[src/pin_function_pkg.sv]
// Constants for the supervisor pin function configuration block
package pin_function_pkg;

	// Register indices; the bus address is four times the index
	localparam logic [9:0]  IDX_MODE_A    = 10'h01F;
	localparam logic [9:0]  IDX_MODE_B    = 10'h020;
	localparam logic [9:0]  IDX_MODE_C    = 10'h021;
	localparam logic [9:0]  IDX_RST_CFG   = 10'h019;
	localparam logic [9:0]  IDX_WD_SEL_A  = 10'h01D;
	localparam logic [9:0]  IDX_WD_SEL_B  = 10'h01E;
	localparam logic [9:0]  IDX_SW_CTRL   = 10'h04D;
	localparam logic [9:0]  IDX_STATUS    = 10'h080;

	localparam logic [11:0] ADDR_MODE_A   = {IDX_MODE_A, 2'b00};
	localparam logic [11:0] ADDR_MODE_B   = {IDX_MODE_B, 2'b00};
	localparam logic [11:0] ADDR_MODE_C   = {IDX_MODE_C, 2'b00};
	localparam logic [11:0] ADDR_RST_CFG  = {IDX_RST_CFG, 2'b00};
	localparam logic [11:0] ADDR_WD_SEL_A = {IDX_WD_SEL_A, 2'b00};
	localparam logic [11:0] ADDR_WD_SEL_B = {IDX_WD_SEL_B, 2'b00};
	localparam logic [11:0] ADDR_SW_CTRL  = {IDX_SW_CTRL, 2'b00};
	localparam logic [11:0] ADDR_STATUS   = {IDX_STATUS, 2'b00};

	localparam int RST_TO_LSB    = 4;
	localparam int SW_GUARD_BIT  = 1;
	localparam int WDO_SEL_BIT   = 7;
	localparam int WDI_SEL_LSB   = 4;
	localparam logic [2:0] WDO_PATTERN = 3'h6;
	localparam logic [2:0] WDI_PATTERN = 3'h7;

	localparam logic [2:0] MODE_OD_LOW  = 3'h0;
	localparam logic [2:0] MODE_OD_HIGH = 3'h1;
	localparam logic [2:0] MODE_PP_LOW  = 3'h2;
	localparam logic [2:0] MODE_PP_HIGH = 3'h3;
	localparam logic [2:0] MODE_TRACK   = 3'h4;
	localparam logic [2:0] MODE_PUMP    = 3'h5;

	localparam logic [7:0] MODE_A_RESET = 8'h00;
	localparam logic [7:0] MODE_B_RESET = 8'h00;
	localparam logic [7:0] MODE_C_RESET = 8'h00;
	localparam logic [7:0] RST_CFG_RESET = 8'h00;

	localparam int CLK_MHZ = 100;
	localparam int RST_TO_BASE_US = 25;
	localparam int RST_TO_BASE_CYC = RST_TO_BASE_US * CLK_MHZ;

	typedef enum logic [1:0] {
		RST_IDLE = 2'b01,
		RST_HOLD = 2'b10
	} rst_state_t;

endpackage

[src/pin_function_config.sv]
// Pin function, guardband and supply-enable output mode logic
`timescale 1ns/1ps
`default_nettype none

module pin_function_config
	import pin_function_pkg::*;
#(
	parameter int RST_BASE_CYCLES = RST_TO_BASE_CYC
)
(
	input  wire logic        pclk,
	input  wire logic        presetn,
	input  wire logic        psel,
	input  wire logic        penable,
	input  wire logic        pwrite,
	input  wire logic [11:0] paddr,
	input  wire logic [31:0] pwdata,
	input  wire logic [3:0]  pstrb,
	output logic      [31:0] prdata,
	output logic             pready,
	output logic             pslverr,
	input  wire logic        multi_pin_four,
	input  wire logic        multi_pin_five,
	input  wire logic        multi_pin_six,
	output logic             multi_pin_six_out,
	output logic             multi_pin_six_oe,
	input  wire logic        watchdog_timeout,
	output logic             watchdog_service_in,
	input  wire logic        fault_line_a_raw,
	input  wire logic        fault_line_b_raw,
	input  wire logic        any_fault_raw,
	input  wire logic        seq_reset_raw,
	input  wire logic        threshold_violation,
	input  wire logic        fault_log_req,
	output logic             fault_line_a,
	output logic             fault_line_b,
	output logic             any_fault,
	output logic             reset_out,
	output logic             threshold_violation_eff,
	output logic             fault_log_write,
	output logic             guardband_active,
	input  wire logic [8:0]  enable_req,
	output logic      [8:0]  enable_out,
	output logic      [8:0]  enable_oe,
	output logic      [3:0]  track_sel,
	output logic      [5:0]  pump_sel
);

	////////////////////////////////////////////////////////////////////////
	// Registers and APB slave
	logic [7:0] enable_out_mode_a_reg;
	logic [7:0] enable_out_mode_b_reg;
	logic [7:0] enable_out_mode_c_reg;
	logic [7:0] rst_cfg_reg;
	logic [7:0] wd_sel_a_reg;
	logic [7:0] wd_sel_b_reg;
	logic [7:0] sw_ctrl_reg;
	logic       wr_en;
	logic       mapped;

	assign pready = 1'b1;
	assign wr_en  = psel && penable && pwrite && pstrb[0];

	always_comb
	begin
		unique case (paddr)
			ADDR_MODE_A, ADDR_MODE_B, ADDR_MODE_C, ADDR_RST_CFG,
			ADDR_WD_SEL_A, ADDR_WD_SEL_B, ADDR_SW_CTRL, ADDR_STATUS:
				mapped = 1'b1;
			default:
				mapped = 1'b0;
		endcase
	end

	assign pslverr = psel && penable && !mapped;

	always_ff @(posedge pclk or negedge presetn)
	begin
		if (!presetn)
		begin
			enable_out_mode_a_reg <= MODE_A_RESET;
			enable_out_mode_b_reg <= MODE_B_RESET;
			enable_out_mode_c_reg <= MODE_C_RESET;
			rst_cfg_reg           <= RST_CFG_RESET;
			wd_sel_a_reg          <= 8'h00;
			wd_sel_b_reg          <= 8'h00;
			sw_ctrl_reg           <= 8'h00;
		end
		else if (wr_en)
		begin
			unique case (paddr)
				ADDR_MODE_A:   enable_out_mode_a_reg <= pwdata[7:0];
				ADDR_MODE_B:   enable_out_mode_b_reg <= pwdata[7:0];
				ADDR_MODE_C:   enable_out_mode_c_reg <= pwdata[7:0];
				ADDR_RST_CFG:  rst_cfg_reg           <= pwdata[7:0];
				ADDR_WD_SEL_A: wd_sel_a_reg          <= pwdata[7:0];
				ADDR_WD_SEL_B: wd_sel_b_reg          <= pwdata[7:0];
				ADDR_SW_CTRL:  sw_ctrl_reg           <= pwdata[7:0];
				default:       ;
			endcase
		end
	end

	logic [7:0] status_byte;

	always_ff @(posedge pclk or negedge presetn)
	begin
		if (!presetn)
			prdata <= 32'h00000000;
		else if (psel && !penable && !pwrite)
		begin
			unique case (paddr)
				ADDR_MODE_A:   prdata <= {24'h000000, enable_out_mode_a_reg};
				ADDR_MODE_B:   prdata <= {24'h000000, enable_out_mode_b_reg};
				ADDR_MODE_C:   prdata <= {24'h000000, enable_out_mode_c_reg};
				ADDR_RST_CFG:  prdata <= {24'h000000, rst_cfg_reg};
				ADDR_WD_SEL_A: prdata <= {24'h000000, wd_sel_a_reg};
				ADDR_WD_SEL_B: prdata <= {24'h000000, wd_sel_b_reg};
				ADDR_SW_CTRL:  prdata <= {24'h000000, sw_ctrl_reg};
				ADDR_STATUS:   prdata <= {24'h000000, status_byte};
				default:       prdata <= 32'h00000000;
			endcase
		end
	end

	////////////////////////////////////////////////////////////////////////
	// Pin synchronisers
	logic [2:0] pin_meta;
	logic [2:0] pin_sync;

	always_ff @(posedge pclk or negedge presetn)
	begin
		if (!presetn)
		begin
			pin_meta <= 3'h7;
			pin_sync <= 3'h7;
		end
		else
		begin
			pin_meta <= {multi_pin_six, multi_pin_five, multi_pin_four};
			pin_sync <= pin_meta;
		end
	end

	////////////////////////////////////////////////////////////////////////
	// Pin function selection
	logic wdo_sel;
	logic wdi_sel;

	// Pin six is the guardband hold input unless routed to watchdog
	assign wdo_sel = {wd_sel_b_reg[1:0], wd_sel_a_reg[WDO_SEL_BIT]}
		== WDO_PATTERN;
	assign wdi_sel = wd_sel_a_reg[WDI_SEL_LSB +: 3] == WDI_PATTERN;

	assign watchdog_service_in = wdi_sel && pin_sync[1];
	// Open drain: drive low only while timed out
	assign multi_pin_six_out = 1'b0;
	assign multi_pin_six_oe  = wdo_sel && watchdog_timeout;

	////////////////////////////////////////////////////////////////////////
	// Guardband freeze
	logic hold_low;

	assign hold_low = !wdo_sel && !pin_sync[2];
	assign guardband_active = hold_low || sw_ctrl_reg[SW_GUARD_BIT];

	logic reset_int;

	always_ff @(posedge pclk or negedge presetn)
	begin
		if (!presetn)
		begin
			fault_line_a <= 1'b0;
			fault_line_b <= 1'b0;
			any_fault    <= 1'b0;
			reset_out    <= 1'b1;
		end
		else if (!guardband_active)
		begin
			fault_line_a <= fault_line_a_raw;
			fault_line_b <= fault_line_b_raw;
			any_fault    <= any_fault_raw;
			reset_out    <= reset_int;
		end
	end

	assign threshold_violation_eff = threshold_violation && !guardband_active;
	assign fault_log_write = fault_log_req && !guardband_active;

	////////////////////////////////////////////////////////////////////////
	// Manual reset stretch
	rst_state_t rst_state_reg;
	logic [31:0] rst_cnt_reg;
	logic [31:0] rst_period;
	logic        mr_low;

	// Timeout code scales the base period by a power of two
	assign rst_period = 32'(RST_BASE_CYCLES) << rst_cfg_reg[RST_TO_LSB +: 3];
	assign mr_low = !pin_sync[0];

	always_ff @(posedge pclk or negedge presetn)
	begin
		if (!presetn)
		begin
			rst_state_reg <= RST_IDLE;
			rst_cnt_reg   <= 32'h00000000;
		end
		else
		begin
			unique case (rst_state_reg)
				RST_IDLE:
					if (mr_low)
					begin
						rst_state_reg <= RST_HOLD;
						rst_cnt_reg   <= 32'h00000000;
					end
				RST_HOLD:
					if (mr_low)
						rst_cnt_reg <= 32'h00000000;
					else if (rst_cnt_reg >= rst_period - 32'h00000001)
						rst_state_reg <= RST_IDLE;
					else
						rst_cnt_reg <= rst_cnt_reg + 32'h00000001;
			endcase
		end
	end

	assign reset_int = seq_reset_raw || (rst_state_reg == RST_HOLD) || mr_low;

	////////////////////////////////////////////////////////////////////////
	// Supply-enable output modes
	logic [2:0] mode [0:8];

	assign mode[0] = enable_out_mode_a_reg[2:0];
	assign mode[1] = enable_out_mode_a_reg[5:3];
	assign mode[2] = {enable_out_mode_b_reg[0], enable_out_mode_a_reg[7:6]};
	assign mode[3] = enable_out_mode_b_reg[3:1];
	assign mode[4] = enable_out_mode_b_reg[6:4];
	assign mode[5] = {enable_out_mode_c_reg[1:0], enable_out_mode_b_reg[7]};
	assign mode[6] = {1'b0, enable_out_mode_c_reg[3:2]};
	assign mode[7] = {1'b0, enable_out_mode_c_reg[5:4]};
	assign mode[8] = {1'b0, enable_out_mode_c_reg[7:6]};

	genvar gi;
	generate
		for (gi = 0; gi < 9; gi++)
		begin : g_out
			logic hi_act;
			logic lvl;
			logic track;
			logic pump;
			logic legal;

			assign track = (gi < 4) && mode[gi] == MODE_TRACK;
			assign pump  = (gi < 6) && mode[gi] == MODE_PUMP;
			assign legal = mode[gi][2] == 1'b0 || track || pump;
			assign hi_act = mode[gi][0] || track || pump;
			assign lvl = hi_act ? enable_req[gi] : !enable_req[gi];

			always_ff @(posedge pclk or negedge presetn)
			begin
				if (!presetn)
				begin
					enable_out[gi] <= 1'b0;
					enable_oe[gi]  <= 1'b0;
				end
				else if (!legal)
				begin
					enable_out[gi] <= 1'b0;
					enable_oe[gi]  <= 1'b0;
				end
				else if (mode[gi][1] || track || pump)
				begin
					enable_out[gi] <= lvl;
					enable_oe[gi]  <= 1'b1;
				end
				else
				begin
					enable_out[gi] <= 1'b0;
					enable_oe[gi]  <= !lvl;
				end
			end

			if (gi < 4)
			begin : g_trk
				assign track_sel[gi] = track;
			end
			if (gi < 6)
			begin : g_pmp
				assign pump_sel[gi] = pump;
			end
		end
	endgenerate

	assign status_byte = {2'b00, wdi_sel, wdo_sel, rst_state_reg == RST_HOLD,
		reset_out, hold_low, guardband_active};

	////////////////////////////////////////////////////////////////////////
	// Checks
	chk_guard_freeze: assert property (
		@(posedge pclk) disable iff (!presetn)
		guardband_active |=>
		$stable({reset_out, any_fault, fault_line_b, fault_line_a}))
		else $error("outputs changed during guardband");
	chk_guard_log: assert property (
		@(posedge pclk) disable iff (!presetn)
		guardband_active |-> !fault_log_write && !threshold_violation_eff)
		else $error("fault logged during guardband");
	chk_sw_guard: assert property (
		@(posedge pclk) disable iff (!presetn)
		sw_ctrl_reg[SW_GUARD_BIT] |-> guardband_active)
		else $error("software guard ignored");
	chk_mr_hold: assert property (
		@(posedge pclk) disable iff (!presetn)
		mr_low |=> rst_state_reg == RST_HOLD)
		else $error("manual reset not held");
	chk_mr_stretch: assert property (
		@(posedge pclk) disable iff (!presetn)
		$fell(mr_low) |-> rst_state_reg == RST_HOLD [*2])
		else $error("reset released early");
	chk_wdo_drive: assert property (
		@(posedge pclk) disable iff (!presetn)
		multi_pin_six_oe |-> wdo_sel && !multi_pin_six_out)
		else $error("watchdog pin misdriven");
	chk_wdi_gate: assert property (
		@(posedge pclk) disable iff (!presetn)
		!wdi_sel |-> !watchdog_service_in)
		else $error("service input not gated");
	chk_reserved_hiz: assert property (
		@(posedge pclk) disable iff (!presetn)
		mode[4] == MODE_TRACK |=> !enable_oe[4])
		else $error("reserved mode drives output");
	chk_track_sel: assert property (
		@(posedge pclk) disable iff (!presetn)
		mode[0] == MODE_TRACK |-> track_sel[0])
		else $error("tracking not selected");
	chk_code_hiz: assert property (
		@(posedge pclk) disable iff (!presetn)
		mode[0][2:1] == 2'b11 |=> !enable_oe[0])
		else $error("reserved code drives output");

	cov_guard: cover property (@(posedge pclk) disable iff (!presetn)
		$rose(guardband_active));
	cov_mr: cover property (@(posedge pclk) disable iff (!presetn)
		$fell(rst_state_reg == RST_HOLD));
	cov_wdo: cover property (@(posedge pclk) disable iff (!presetn)
		multi_pin_six_oe);
	cov_pump: cover property (@(posedge pclk) disable iff (!presetn)
		|pump_sel);

endmodule // pin_function_config

`default_nettype wire

[config.mk]
export PLATFORM = sky130hd
export DESIGN_NAME = pin_function_config
export DESIGN_NICKNAME = d
export VERILOG_FILES = /design/src/pin_function_pkg.sv /design/src/pin_function_config.sv
export SDC_FILE = /design/constraint.sdc
export NUM_CORES = 1
export LEC_CHECK = 0
export ABC_AREA = 1
export BUFFER_PORTS_ARGS = -buffer_cell sky130_fd_sc_hd__buf_2
export CAP_MARGIN = 10
export CORE_ASPECT_RATIO = 1.2
export CORE_MARGIN = 1.5
export CORE_UTILIZATION = 45
export DETAILED_ROUTE_END_ITERATION = 16
export GPL_TIMING_DRIVEN = 1
export PLACE_DENSITY = 0.72
export SLEW_MARGIN = 20
export SYNTH_ARGS = -nofsm -noshare
export SYNTH_HDL_FRONTEND = slang
export SYNTH_SLANG_ARGS = --single-unit
[constraint.sdc]
create_clock -name pclk -period 9.2 [get_ports pclk]
set_input_delay 0.92 -clock pclk [delete_from_list [all_inputs] [get_ports pclk]]
set_output_delay 0.92 -clock pclk [all_outputs]
set_load 0.01 [all_outputs]
## Word level (Yosys, flattened, before mapping)

Index checks and enable logic that the tools add are counted.

| cells by class | value |
|---|---|
| equal/unequal tests | 26 |
| magnitude comparators | 1 |
| bitwise logic cells | 6 |
| reductions and logical operators | 79 |
| add/subtract/negate cells | 2 |
| mux-type cells | 49 |
| shift-type cells | 1 |

Operators by type and width:

| operator | count |
|---|---|
| $mux 32 | 3 |
| $pmux 32 s2 | 1 |
| $pmux 8 s8 | 1 |
| $eq 12x7->1 const B | 4 |
| $mux 1 | 40 |
| $eq 3x3->1 const B | 12 |
| $logic_or 1x1->1 | 33 |
| $add 32x1->32 const B | 1 |
| $ge 32x32->1 | 1 |
| $shl 12x3->32 const A | 1 |
| $sub 32x1->32 const B | 1 |
| $logic_not 1->1 | 25 |
| $eq 12x8->1 const B | 2 |
| $reduce_and 2->1 | 8 |
| $eq 12x10->1 const B | 1 |
| $eq 12x9->1 const B | 1 |
| $logic_and 1x1->1 | 11 |
| $reduce_or 8->1 | 1 |
| $mux 2 | 3 |
| $not 1->1 | 6 |
| $ne 2x1->1 const B | 2 |
| $pmux 2 s2 | 1 |
| $ne 3x3->1 const B | 1 |
| $reduce_and 3->1 | 1 |
| 3 further kinds | 3 |

| word-level totals | value |
|---|---|
| word-level logic and storage cells | 198 |
| bits in registers | 150 |
| bits of input ports | 72 |
| output and inout port bits | 72 |

## Longest topological paths before layout

Gate-level depths: netlist (run 1).

| depth | value |
|---|---|
| word-level depth | 7 |
| gate-level depth with buffers | 24 |
| mapped depth without buffers | 23 |

## Worst setup path after synthesis (run 1)

OpenSTA, ideal clock, no wires.

| path | value |
|---|---|
| path type | register to register |
| start point | reg rst_cfg_reg[5] |
| end point | reg rst_cnt_reg[0] |
| path buffers | 1 |
| cell stages (with the launch flop) | 25 |
| required time | 9.081 ns |
| arrival time | 2.850 ns |
| slack | 6.232 ns |
| library setup time | 0.119 ns |
| period minus slack after synthesis | 2.968 ns |
| path through | dfrtp_1 -> inv_1 -> ha_1 -> inv_1 -> nor2_1 -> inv_1 -> o21ai_0 -> o211a_1 -> nand2_1 -> inv_1 -> a21oi_1 -> ha_1 -> nand2_1 -> nand2_1 -> nand2_1 -> nand2_1 -> nand3_1 -> nand2_1 -> nor2_1 -> nand2_2 -> nand2_4 -> nand2_4 -> buf_6 -> nand2_1 -> nand2_1 |

| on the way | value |
|---|---|
| longest elaborated chain between the ends | 5 |

RTL lines:

| what | line | source |
|---|---|---|
| start: declaration | pin_function_config.sv:54 | `logic [7:0] rst_cfg_reg;` |
| start signal: assignment | pin_function_config.sv:95 | `ADDR_RST_CFG: rst_cfg_reg <= pwdata[7:0];` |
| $shl 12x3->32 | pin_function_config.sv:198 | `assign rst_period = 32'(RST_BASE_CYCLES) << rst_cfg_reg[RST_TO_LSB +: 3];` |
| $sub 32x1->32 | pin_function_config.sv:220 | `else if (rst_cnt_reg >= rst_period - 32'h00000001)` |
| $ge 32x32->1 | pin_function_config.sv:220 |  |
| $ne 3x3->1 (no source line) | n/a |  |
| $reduce_and 2->1 (no source line) | n/a |  |
| end signal: assignment | pin_function_config.sv:223 | `rst_cnt_reg <= rst_cnt_reg + 32'h00000001;` |
| end: declaration | pin_function_config.sv:193 | `logic [31:0] rst_cnt_reg;` |

Every way passes these cells.
A chain may end at the register's enable or synchronous reset.

## Worst setup path after layout (run 1)

| path | value |
|---|---|
| start point | reg rst_cfg_reg[5] |
| end point | reg rst_cnt_reg[4] |

The elaborated chain is that of the path after synthesis.

==> impl_metrics.tcl, run 1 <==
set metrics [dict create \
    status "complete, no violations" \
    rsz0062_at_grt "no" \
    cp_max_fo 23 \
    p_leak_nw 5.05 \
    endpoint_kind "register" \
    design_area_mm2 0.00917 \
    cts_root_buffer "clkbuf_16" \
    antenna-diode-count 0 \
    die_x_um 125 \
    cts_tree "yes" \
    synthCells 1095 \
    grt_first_pass_wirelength_um 32300 \
    crit_path_start_kind "register" \
    drt-initial-drc-count 389 \
    htreeDepth 4 \
    design.core.area_mm2 0.0175 \
    crit_start "rst_cfg_reg[5]" \
    synth_most_common_cell "nand2_1" \
    regToRegStartpoint "rst_cfg_reg[5]" \
    final.setup.worst_slack_ns 5.08 \
    ctsHoldBuffers 0 \
    hold_class "reg -> reg" \
    skew_ns 0.00770 \
    largest_register_ffs 32 \
    yosysTopAreaCellShare_pct 36.8 \
    antenna_found_initial 0 \
    critPathArrivalTime_ns 4.48 \
    grt_pass1_vias 6743 \
    syn-cell-area_mm2 0.00803 \
    grt_overflow 0 \
    first_pass_iters 6 \
    yosysWarnings 0 \
    timing.final.crit_share_pct 44.8 \
    synthFlopType "dfrtp_1" \
    die-area_mm2 0.0187 \
    clock-sinks 126 \
    period_minus_slack_ns 4.12 \
    cp.required_ns 9.56 \
    slew_headroom_pct 37.3 \
    crit_type "reg -> reg" \
    routedWlPerCell_um 13.7 \
    timing.final.max_slew_violations 0 \
    grt_max_degree 71 \
    initial_core_util_pct 45.9 \
    io_pins 144 \
    numCtsBuffers 17 \
    async_reset_ff_share_pct 100 \
    tightest_slew_ns 0.940 \
    reg2reg_depth 22 \
    syn_to_final_growth_pct 14.1 \
    gp_congestion 0.940 \
    placed_area_mm2 0.00850 \
    finalSetupTns_ns 0 \
    syn_area_per_cell_um2 7.34 \
    finalHoldViolCount 0 \
    die_y_um 149 \
    synth_area_leaders "dfrtp_1 37%, nand2_1 18%, inv_1 6.0%" \
    layout-drive-gt1-share_pct 14.7 \
    min_from "pin_meta[1]" \
    vias 6914 \
    peakVddDrop_mv 0.101 \
    fmax_ghz 0.243 \
    grt_usage_pct 21.7 \
    worstHoldPathCells 0 \
    power_density_mw_per_mm2 153 \
    synth_seq_cells 126 \
    yosysSeqAreaShare_pct 39.4 \
    synth_commonest_cells "380 x nand2_1, 128 x inv_1, 118 x dfrtp_1, 108 x nor2_1, 54 x nand3_1" \
    yosysUniqueCellTypes 43 \
    ant_nets 0 \
    io_buffers 90 \
    fin_nets 1293 \
    clk-insertion-delay-late_ns 0.43 \
    via_per_inst 4.88 \
    yosys.area.top_type "dfrtp_1" \
    drc 0 \
    ctsResizeCount 0 \
    clkTransAtPathRegs_ns 0.06 \
    synth_edf_count 0 \
    dp_hpwl_um 14700 \
    r2r_slack_ns 5.08 \
    setup_violations 0 \
    wl_um 19400 \
    cts_buffer_depth 2 \
    rows 53 \
    pre_cts_ws_ns 5.11 \
    cts_setup_buffers 0 \
    maxCapViolCount 0 \
]
==> through the flow <==
step	utilization (%)	instances	power, mW	hold WS (ns)
floorplan	-	1124	0.613	0.345
global placement	48.5	1385	0.639	0.347
detailed placement	48.5	1385	0.640	0.347
CTS	52.4	1417	1.41	0.356
global route	52.4	1417	1.44	0.364
finish	52.4	1417	1.40	0.355
==> placed cells by master, fill, tap and decap left out, types with 28 or more instances in the layout <==
cell type	netlist	final
nand3_1	54	54
inv_1	128	128
o21ai_0	45	45
o21ai_1	28	28
dfrtp_1	118	118
nand2_1	380	380
buf_2	6	89
nor2_1	108	108
ha_1	37	37
conb_1	2	31
xor2_1	31	31
==> path summary, 6_finish.rpt <==
| kind | endpoint |
|---|---|
| setup / recovery | rst_cnt_reg[4] |
| hold / removal | pin_sync[1] |
| max in group asynchronous | wd_sel_a_reg[5] |
| min in group asynchronous | rst_cnt_reg[26] |
| setup reg to reg | rst_cnt_reg[4] |
| hold reg to reg | pin_sync[1] |
==> cell families (layout without fill, tap and decap cells) <==
family | Yosys count | count (layout) | share of synthesized area (%)
fa+ha+maj | 37 | 37 | 5.76
xor+xnor | 34 | 34 | 3.71
flops | 126 | 126 | 39.4
simple gates | 598 | 598 | 31.8
other cells | 2 | 31 | 0.0935
compound gates | 115 | 115 | 8.27
buf+inv | 183 | 256 | 11.0
==> metal layers <==
layer  track usage (%)  wire length [µm]
met1              25.1              8060
met5                 0                 0
met3              4.09               756
met4              9.89               657
met2              39.1              9930
==> where the power goes <==
group / switching (mW) / leakage, nW / internal, mW
Sequential: 0.00409 / 1.70 / 0.561
Combinational: 0.0463 / 3.02 / 0.0178
Clock: 0.260 / 0.324 / 0.509
Total: 0.310 / 5.05 / 1.09
==> area by class of cell <==
class	count	area (µm²)
fill	1766	8340
multi-input combinational	815	4100
sequential	126	3160
inverter	132	495
timing repair buffer	92	468
clock buffer	18	429
tap	220	275
clock inverter	14	241
==> critical path, cell delays in order, from the launching register on <==
cell     delay, ns
dfrtp_1       0.44
inv_1         0.20
ha_1          0.23
inv_1         0.06
nor2_1        0.18
inv_1         0.09
o21ai_0       0.17
o211a_1       0.41
nand2_1       0.18
inv_1         0.13
a21oi_1       0.08
ha_1          0.31
nand2_1       0.07
nand2_1       0.04
nand2_1       0.05
nand2_1       0.05
nand3_1       0.08
nand2_1       0.05
nor2_1        0.12
nand2_2       0.12
nor2_2        0.72
nand2_1       0.12
nand2_1       0.11
(Power assumes the default switching activity.)
==> run 2: changes to the inputs <==
clock period = 4 ns   (was 9.2 ns; I/O delays follow)
==> run 2 against run 1 <==
- worst hold slack got worse by 0.29 ns
- fmax rose by 14%
- total power rose by 110%
- clock skew rose by 0.00068 ns
- cell area fell by 0.57%
- sequential power rose by 130%
- largest cell class unchanged
- highest routed layer unchanged
==> impl_metrics.tcl, run 2 (synthesized netlist as in run 1, its figures left out) <==
set metrics [dict create \
    dp_hpwl_um 14400 \
    numCtsBuffers 17 \
    first_pass_iters 5 \
    place_inst 1388 \
    finalSetupTns_ns 0 \
    p_sw_mw 0.739 \
    io_pins 144 \
    rows 53 \
    ant_nets 0 \
    period_minus_slack_ns 3.62 \
    crit_path_start_kind "register" \
    cp.required_ns 4.36 \
    critPathArrivalTime_ns 3.98 \
    cts_tree "yes" \
    power_density_mw_per_mm2 330 \
    p_leak_nw 5.02 \
    clkPwrFrac_pct 51.8 \
    gp_congestion 0.912 \
    seqPwrFrac_pct 43.2 \
    skew_ns 0.00837 \
    initial_core_util_pct 45.9 \
    crit_type "reg -> reg" \
    fin_nets 1296 \
    syn_to_final_growth_pct 13.5 \
    routedWlPerCell_um 13.5 \
    antenna_found_initial 0 \
    cp_cell_sequence "inv_1, ha_1, inv_1, nor2_1, inv_1, o21ai_0, o211a_2, nand2_1, inv_1, nor2_1, ha_1, nand2_1, nor2_1, inv_1, nor2_1, nand2_1, nand2_1, nand2_1, nand2_2, nand2_4, nand2_8, nand2_1, nand2_1" \
    grt_pass1_vias 6518 \
    layout-drive-gt1-share_pct 14.9 \
    path_delay_family "simple AND/OR/NAND/NOR gates" \
    maxCapViolCount 0 \
    p_int_mw 2.27 \
    timing.final.max_slew_violations 0 \
    slew_headroom_pct 38.0 \
    switching_share_pct 24.6 \
    drt-initial-drc-count 383 \
    grt_max_degree 73 \
    die-area_mm2 0.0187 \
    layout_common_cells "380 x nand2_1, 128 x inv_1, 118 x dfrtp_1" \
    vias 6931 \
    htreeDepth 4 \
    cpPeakStageDelay_ns 0.45 \
    regToRegStartpoint "rst_cfg_reg[5]" \
    grt_usage_pct 21.5 \
    clkTransAtPathRegs_ns 0.06 \
    cts_root_buffer "clkbuf_16" \
    fmax_ghz 0.276 \
    drc 0 \
    worstHoldPathCells 1 \
    setup_violations 0 \
    clock-sinks 126 \
    grt_first_pass_wirelength_um 32100 \
    cp_max_fo 34 \
    cts_setup_buffers 0 \
    min_from "multi_pin_five" \
    pwr-share-comb_pct 4.9 \
    reg2reg_depth 23 \
    timing.final.crit_share_pct 90.5 \
    status "complete, no violations" \
    crit_start "rst_cfg_reg[5]" \
    hold_class "in -> reg" \
    cts_buffer_depth 2 \
    antenna-diode-count 0 \
    largest_register_ffs 32 \
    grt_overflow 0 \
    finalNonFillerCells 1420 \
    cp_common_cell "nand2_1" \
    cp.depth 23 \
    ctsHoldBuffers 0 \
    via_per_inst 4.88 \
    design.core.area_mm2 0.0175 \
    tightest_slew_ns 0.930 \
    mostFrequentLayoutCell "nand2_1" \
    die_x_um 125 \
    final.setup.worst_slack_ns 0.381 \
    slowest_stage "dfrtp_1" \
    io_buffers 90 \
    crit_buf_inv 5 \
    die_y_um 149 \
    pre_cts_ws_ns 0.321 \
    peakVddDrop_mv 0.279 \
    endpoint_kind "register" \
    rsz0062_at_grt "no" \
    finalHoldViolCount 0 \
    wl_um 19200 \
    clk-insertion-delay-late_ns 0.42 \
]
-- run 2: final cells by class --
| class | count | area (µm²) |
|---|---|---|
| inverters | 132 | 495 |
| multi-input cells | 815 | 4110 |
| clock buffers | 19 | 433 |
| clock inverters | 13 | 154 |
| flip-flops and latches | 126 | 3160 |
| well taps | 220 | 275 |
| fillers | 1783 | 8390 |
| repair buffers | 95 | 490 |
-- run 2: layer usage --
metal | GRT usage [%] | routed length, µm
met2 | 38.6 | 9900
met3 | 3.87 | 681
met4 | 9.60 | 630
met5 | 0 | 0
met1 | 25.1 | 7960
-- run 2: stage by stage --
step	hold WS, ns	instance area [µm²]	util (%)	total power, mW
after floorplan	0.104	8140	-	1.41
after global placement	0.346	8520	48.7	1.47
after detailed placement	0.347	8520	48.7	1.47
after CTS	0.0611	9110	52.0	3.03
after global routing	0.0563	9120	52.1	3.11
final	0.0700	9120	52.1	3.01
-- run 2: power groups by stage --
stage	Clock [mW]	Sequential [mW]	Combinational [mW]
final	1.56	1.30	0.148
after global routing	1.64	1.30	0.169
after CTS	1.58	1.30	0.152
after detailed placement	0	1.32	0.151
after global placement	0	1.32	0.149
after floorplan	0	1.32	0.0867
-- run 2: final timing paths --
check | slack, ns | endpoint
worst max-delay path | 0.38 | rst_cnt_reg[7]
worst min-delay path | 0.07 | pin_meta[1]
worst max register to register | 0.38 | rst_cnt_reg[7]
worst min register to register | 0.36 | pin_sync[1]
max in group asynchronous | 2.92 | enable_out_mode_c_reg[0]
min in group asynchronous | 0.12 | rst_cnt_reg[24]
-- run 2: timing repair --
item	CTS	global route
endpoints found under the hold margin	0	0
gates resized for setup	0	2
endpoints found under the setup margin	0	33
==> run 3: changes to the inputs <==
SLEW_MARGIN = unset   (was 20)
clock period = 3.8 ns   (was 4 ns; I/O delays follow)
==> run 3 against run 2 <==
- non-clock buffer count grew 4
- total power grew 4.1%
- worst setup slack lost 0.013 ns
- sequential power grew 5%
- sequential share of layout area shrank 0.19 points
- clock-buffer cell count shrank 1
- critical path type unchanged
- critical endpoint is now rst_cnt_reg[0]
- largest cell class unchanged
==> impl_metrics.tcl, run 3 (synthesized netlist as in run 1, its figures left out) <==
set metrics [dict create \
    status "complete, no violations" \
    hold_class "in -> reg" \
    setup_violations 0 \
    grt_pass1_vias 6518 \
    grt_overflow 0 \
    reg2reg_depth 21 \
    antenna-diode-count 0 \
    cts_buffer_depth 2 \
    die_x_um 125 \
    cp_max_fo 17 \
    io_buffers 90 \
    clk-insertion-delay-late_ns 0.42 \
    first_pass_iters 7 \
    tightest_slew_ns 0.914 \
    rsz0062_at_grt "no" \
    grt_first_pass_wirelength_um 31800 \
    ctsHoldBuffers 0 \
    htreeDepth 4 \
    r2r_slack_ns 0.37 \
    clkTransAtPathRegs_ns 0.07 \
    slew_headroom_pct 39.1 \
    timing.final.crit_share_pct 90.3 \
    design_area_mm2 0.00917 \
    die-area_mm2 0.0187 \
    syn_to_final_growth_pct 14.1 \
    timing.final.max_slew_violations 0 \
    die_y_um 149 \
    skew_ns 0.00871 \
    numCtsBuffers 17 \
    design.core.area_mm2 0.0175 \
    rows 53 \
    layout-drive-gt1-share_pct 15.4 \
    min_to "pin_meta[1]" \
    crit_path_start_kind "register" \
    crit_type "reg -> reg" \
    mostFrequentLayoutCell "nand2_1" \
    antenna_found_initial 0 \
    cp.required_ns 4.10 \
    worstHoldPathCells 1 \
    pre_cts_ws_ns 0.251 \
    wl_um 19300 \
    peakVddDrop_mv 0.321 \
    critPathArrivalTime_ns 3.74 \
    drc 0 \
    fmax_ghz 0.291 \
    finalHoldViolCount 0 \
    ant_nets 0 \
    min_from "multi_pin_five" \
    io_pins 144 \
    cts_tree "yes" \
    holdWs_ns 0.0478 \
    endpoint_kind "register" \
    p_leak_nw 5.05 \
    drt-initial-drc-count 414 \
    finalSetupTns_ns 0 \
    routedWlPerCell_um 13.5 \
    placed_area_mm2 0.00855 \
    period_minus_slack_ns 3.43 \
    layout.filler_cells 1773 \
    regToRegStartpoint "rst_cfg_reg[5]" \
    cts_root_buffer "clkbuf_16" \
    final.setup.worst_slack_ns 0.368 \
    grt_usage_pct 21.4 \
    layout_common_cells "380 x nand2_1, 128 x inv_1, 118 x dfrtp_1" \
    vias 6984 \
    initial_core_util_pct 45.9 \
    via_per_inst 4.90 \
    dp_hpwl_um 14400 \
    power_density_mw_per_mm2 341 \
    largest_register_ffs 32 \
    maxCapViolCount 0 \
    clock-sinks 126 \
    gp_congestion 0.886 \
    fin_nets 1301 \
    grt_max_degree 71 \
    reg2reg_to "rst_cnt_reg[0]" \
]
[run 3: changes by cell type in the layout (fill, tap and decap cells not counted), sizes merged]
cell      previous run  this run
clkbuf              19        18
clkinvlp             1         2
inv                137       140
buf                 95        99
bufinv               2         1
nand2              387       388
clkinv               5         3
[run 3: metal layers]
layer | global-route usage [%] | vias to the layer above | wire, µm
li1 | - | 3568 | -
met1 | 25.0 | 3197 | 8040
met2 | 38.0 | 174 | 9750
met3 | 3.73 | 45 | 711
met4 | 10.0 | 0 | 799
met5 | 0 | - | 0
[run 3: worst max-delay path, cell delays in order, from the launching register on]
cell and delay, ns:
dfrtp_1 0.45, inv_1 0.09, buf_4 0.16, ha_1 0.29, o21ai_0 0.15, nor3b_2 0.44
nand2_1 0.14, inv_1 0.11, a21oi_1 0.05, ha_1 0.29, nand2_1 0.07, nand2_1 0.04
nand2_1 0.05, nand2_1 0.05, nand3_1 0.07, nand2_1 0.05, nor2_1 0.14, nand2_2 0.13
nand2_4 0.21, nand2_8 0.16, nand2_1 0.10, nand2_1 0.05
[run 3: power by group]
group	internal, mW	leakage (nW)	switching [mW]
Sequential	1.36	1.70	0.00953
Combinational	0.0459	3.07	0.112
Clock	0.924	0.278	0.678
[run 3: worst max path at each step]
| stage | from | endpoint | slack (ns) | cells past startpoint |
|---|---|---|---|---|
| finish | rst_cfg_reg[5] | rst_cnt_reg[0] | 0.37 | 21 |
| floorplan | rst_cfg_reg[5] | rst_cnt_reg[0] | 0.83 | 24 |
| CTS | rst_cfg_reg[5] | rst_cnt_reg[23] | 0.22 | 23 |
| global route | rst_cfg_reg[5] | rst_cnt_reg[21] | 0.008 | 23 |
| global placement | rst_cfg_reg[5] | rst_cnt_reg[19] | 0.31 | 23 |
| detailed placement | rst_cfg_reg[5] | rst_cnt_reg[23] | 0.25 | 23 |
[run 3: through the flow]
stage / instances / util [%] / total power, mW
after global placement: 1390 / 48.8 / 1.55
after detailed placement: 1390 / 48.8 / 1.55
after global routing: 1425 / 52.4 / 3.23
after floorplan: 1124 / - / 1.48
after CTS: 1422 / 52.1 / 3.15
final: 1425 / 52.4 / 3.13
[run 3: cell type report]
type                       instances  area (µm²)  area share [%]
clock buffer                      18         429            4.68
clock inverter                    14         145            1.58
inverter                         132         495            5.41
multi-input combinational        816        4130            45.0
sequential                       126        3160            34.5
tap                              220         275            3.00
timing repair buffer              99         533            5.81
[run 3: repair_timing]
action	4_1_cts	5_1_grt
setup buffers	0	2
resized for setup	0	3
setup endpoints to repair	0	34
hold endpoints to repair	0	0
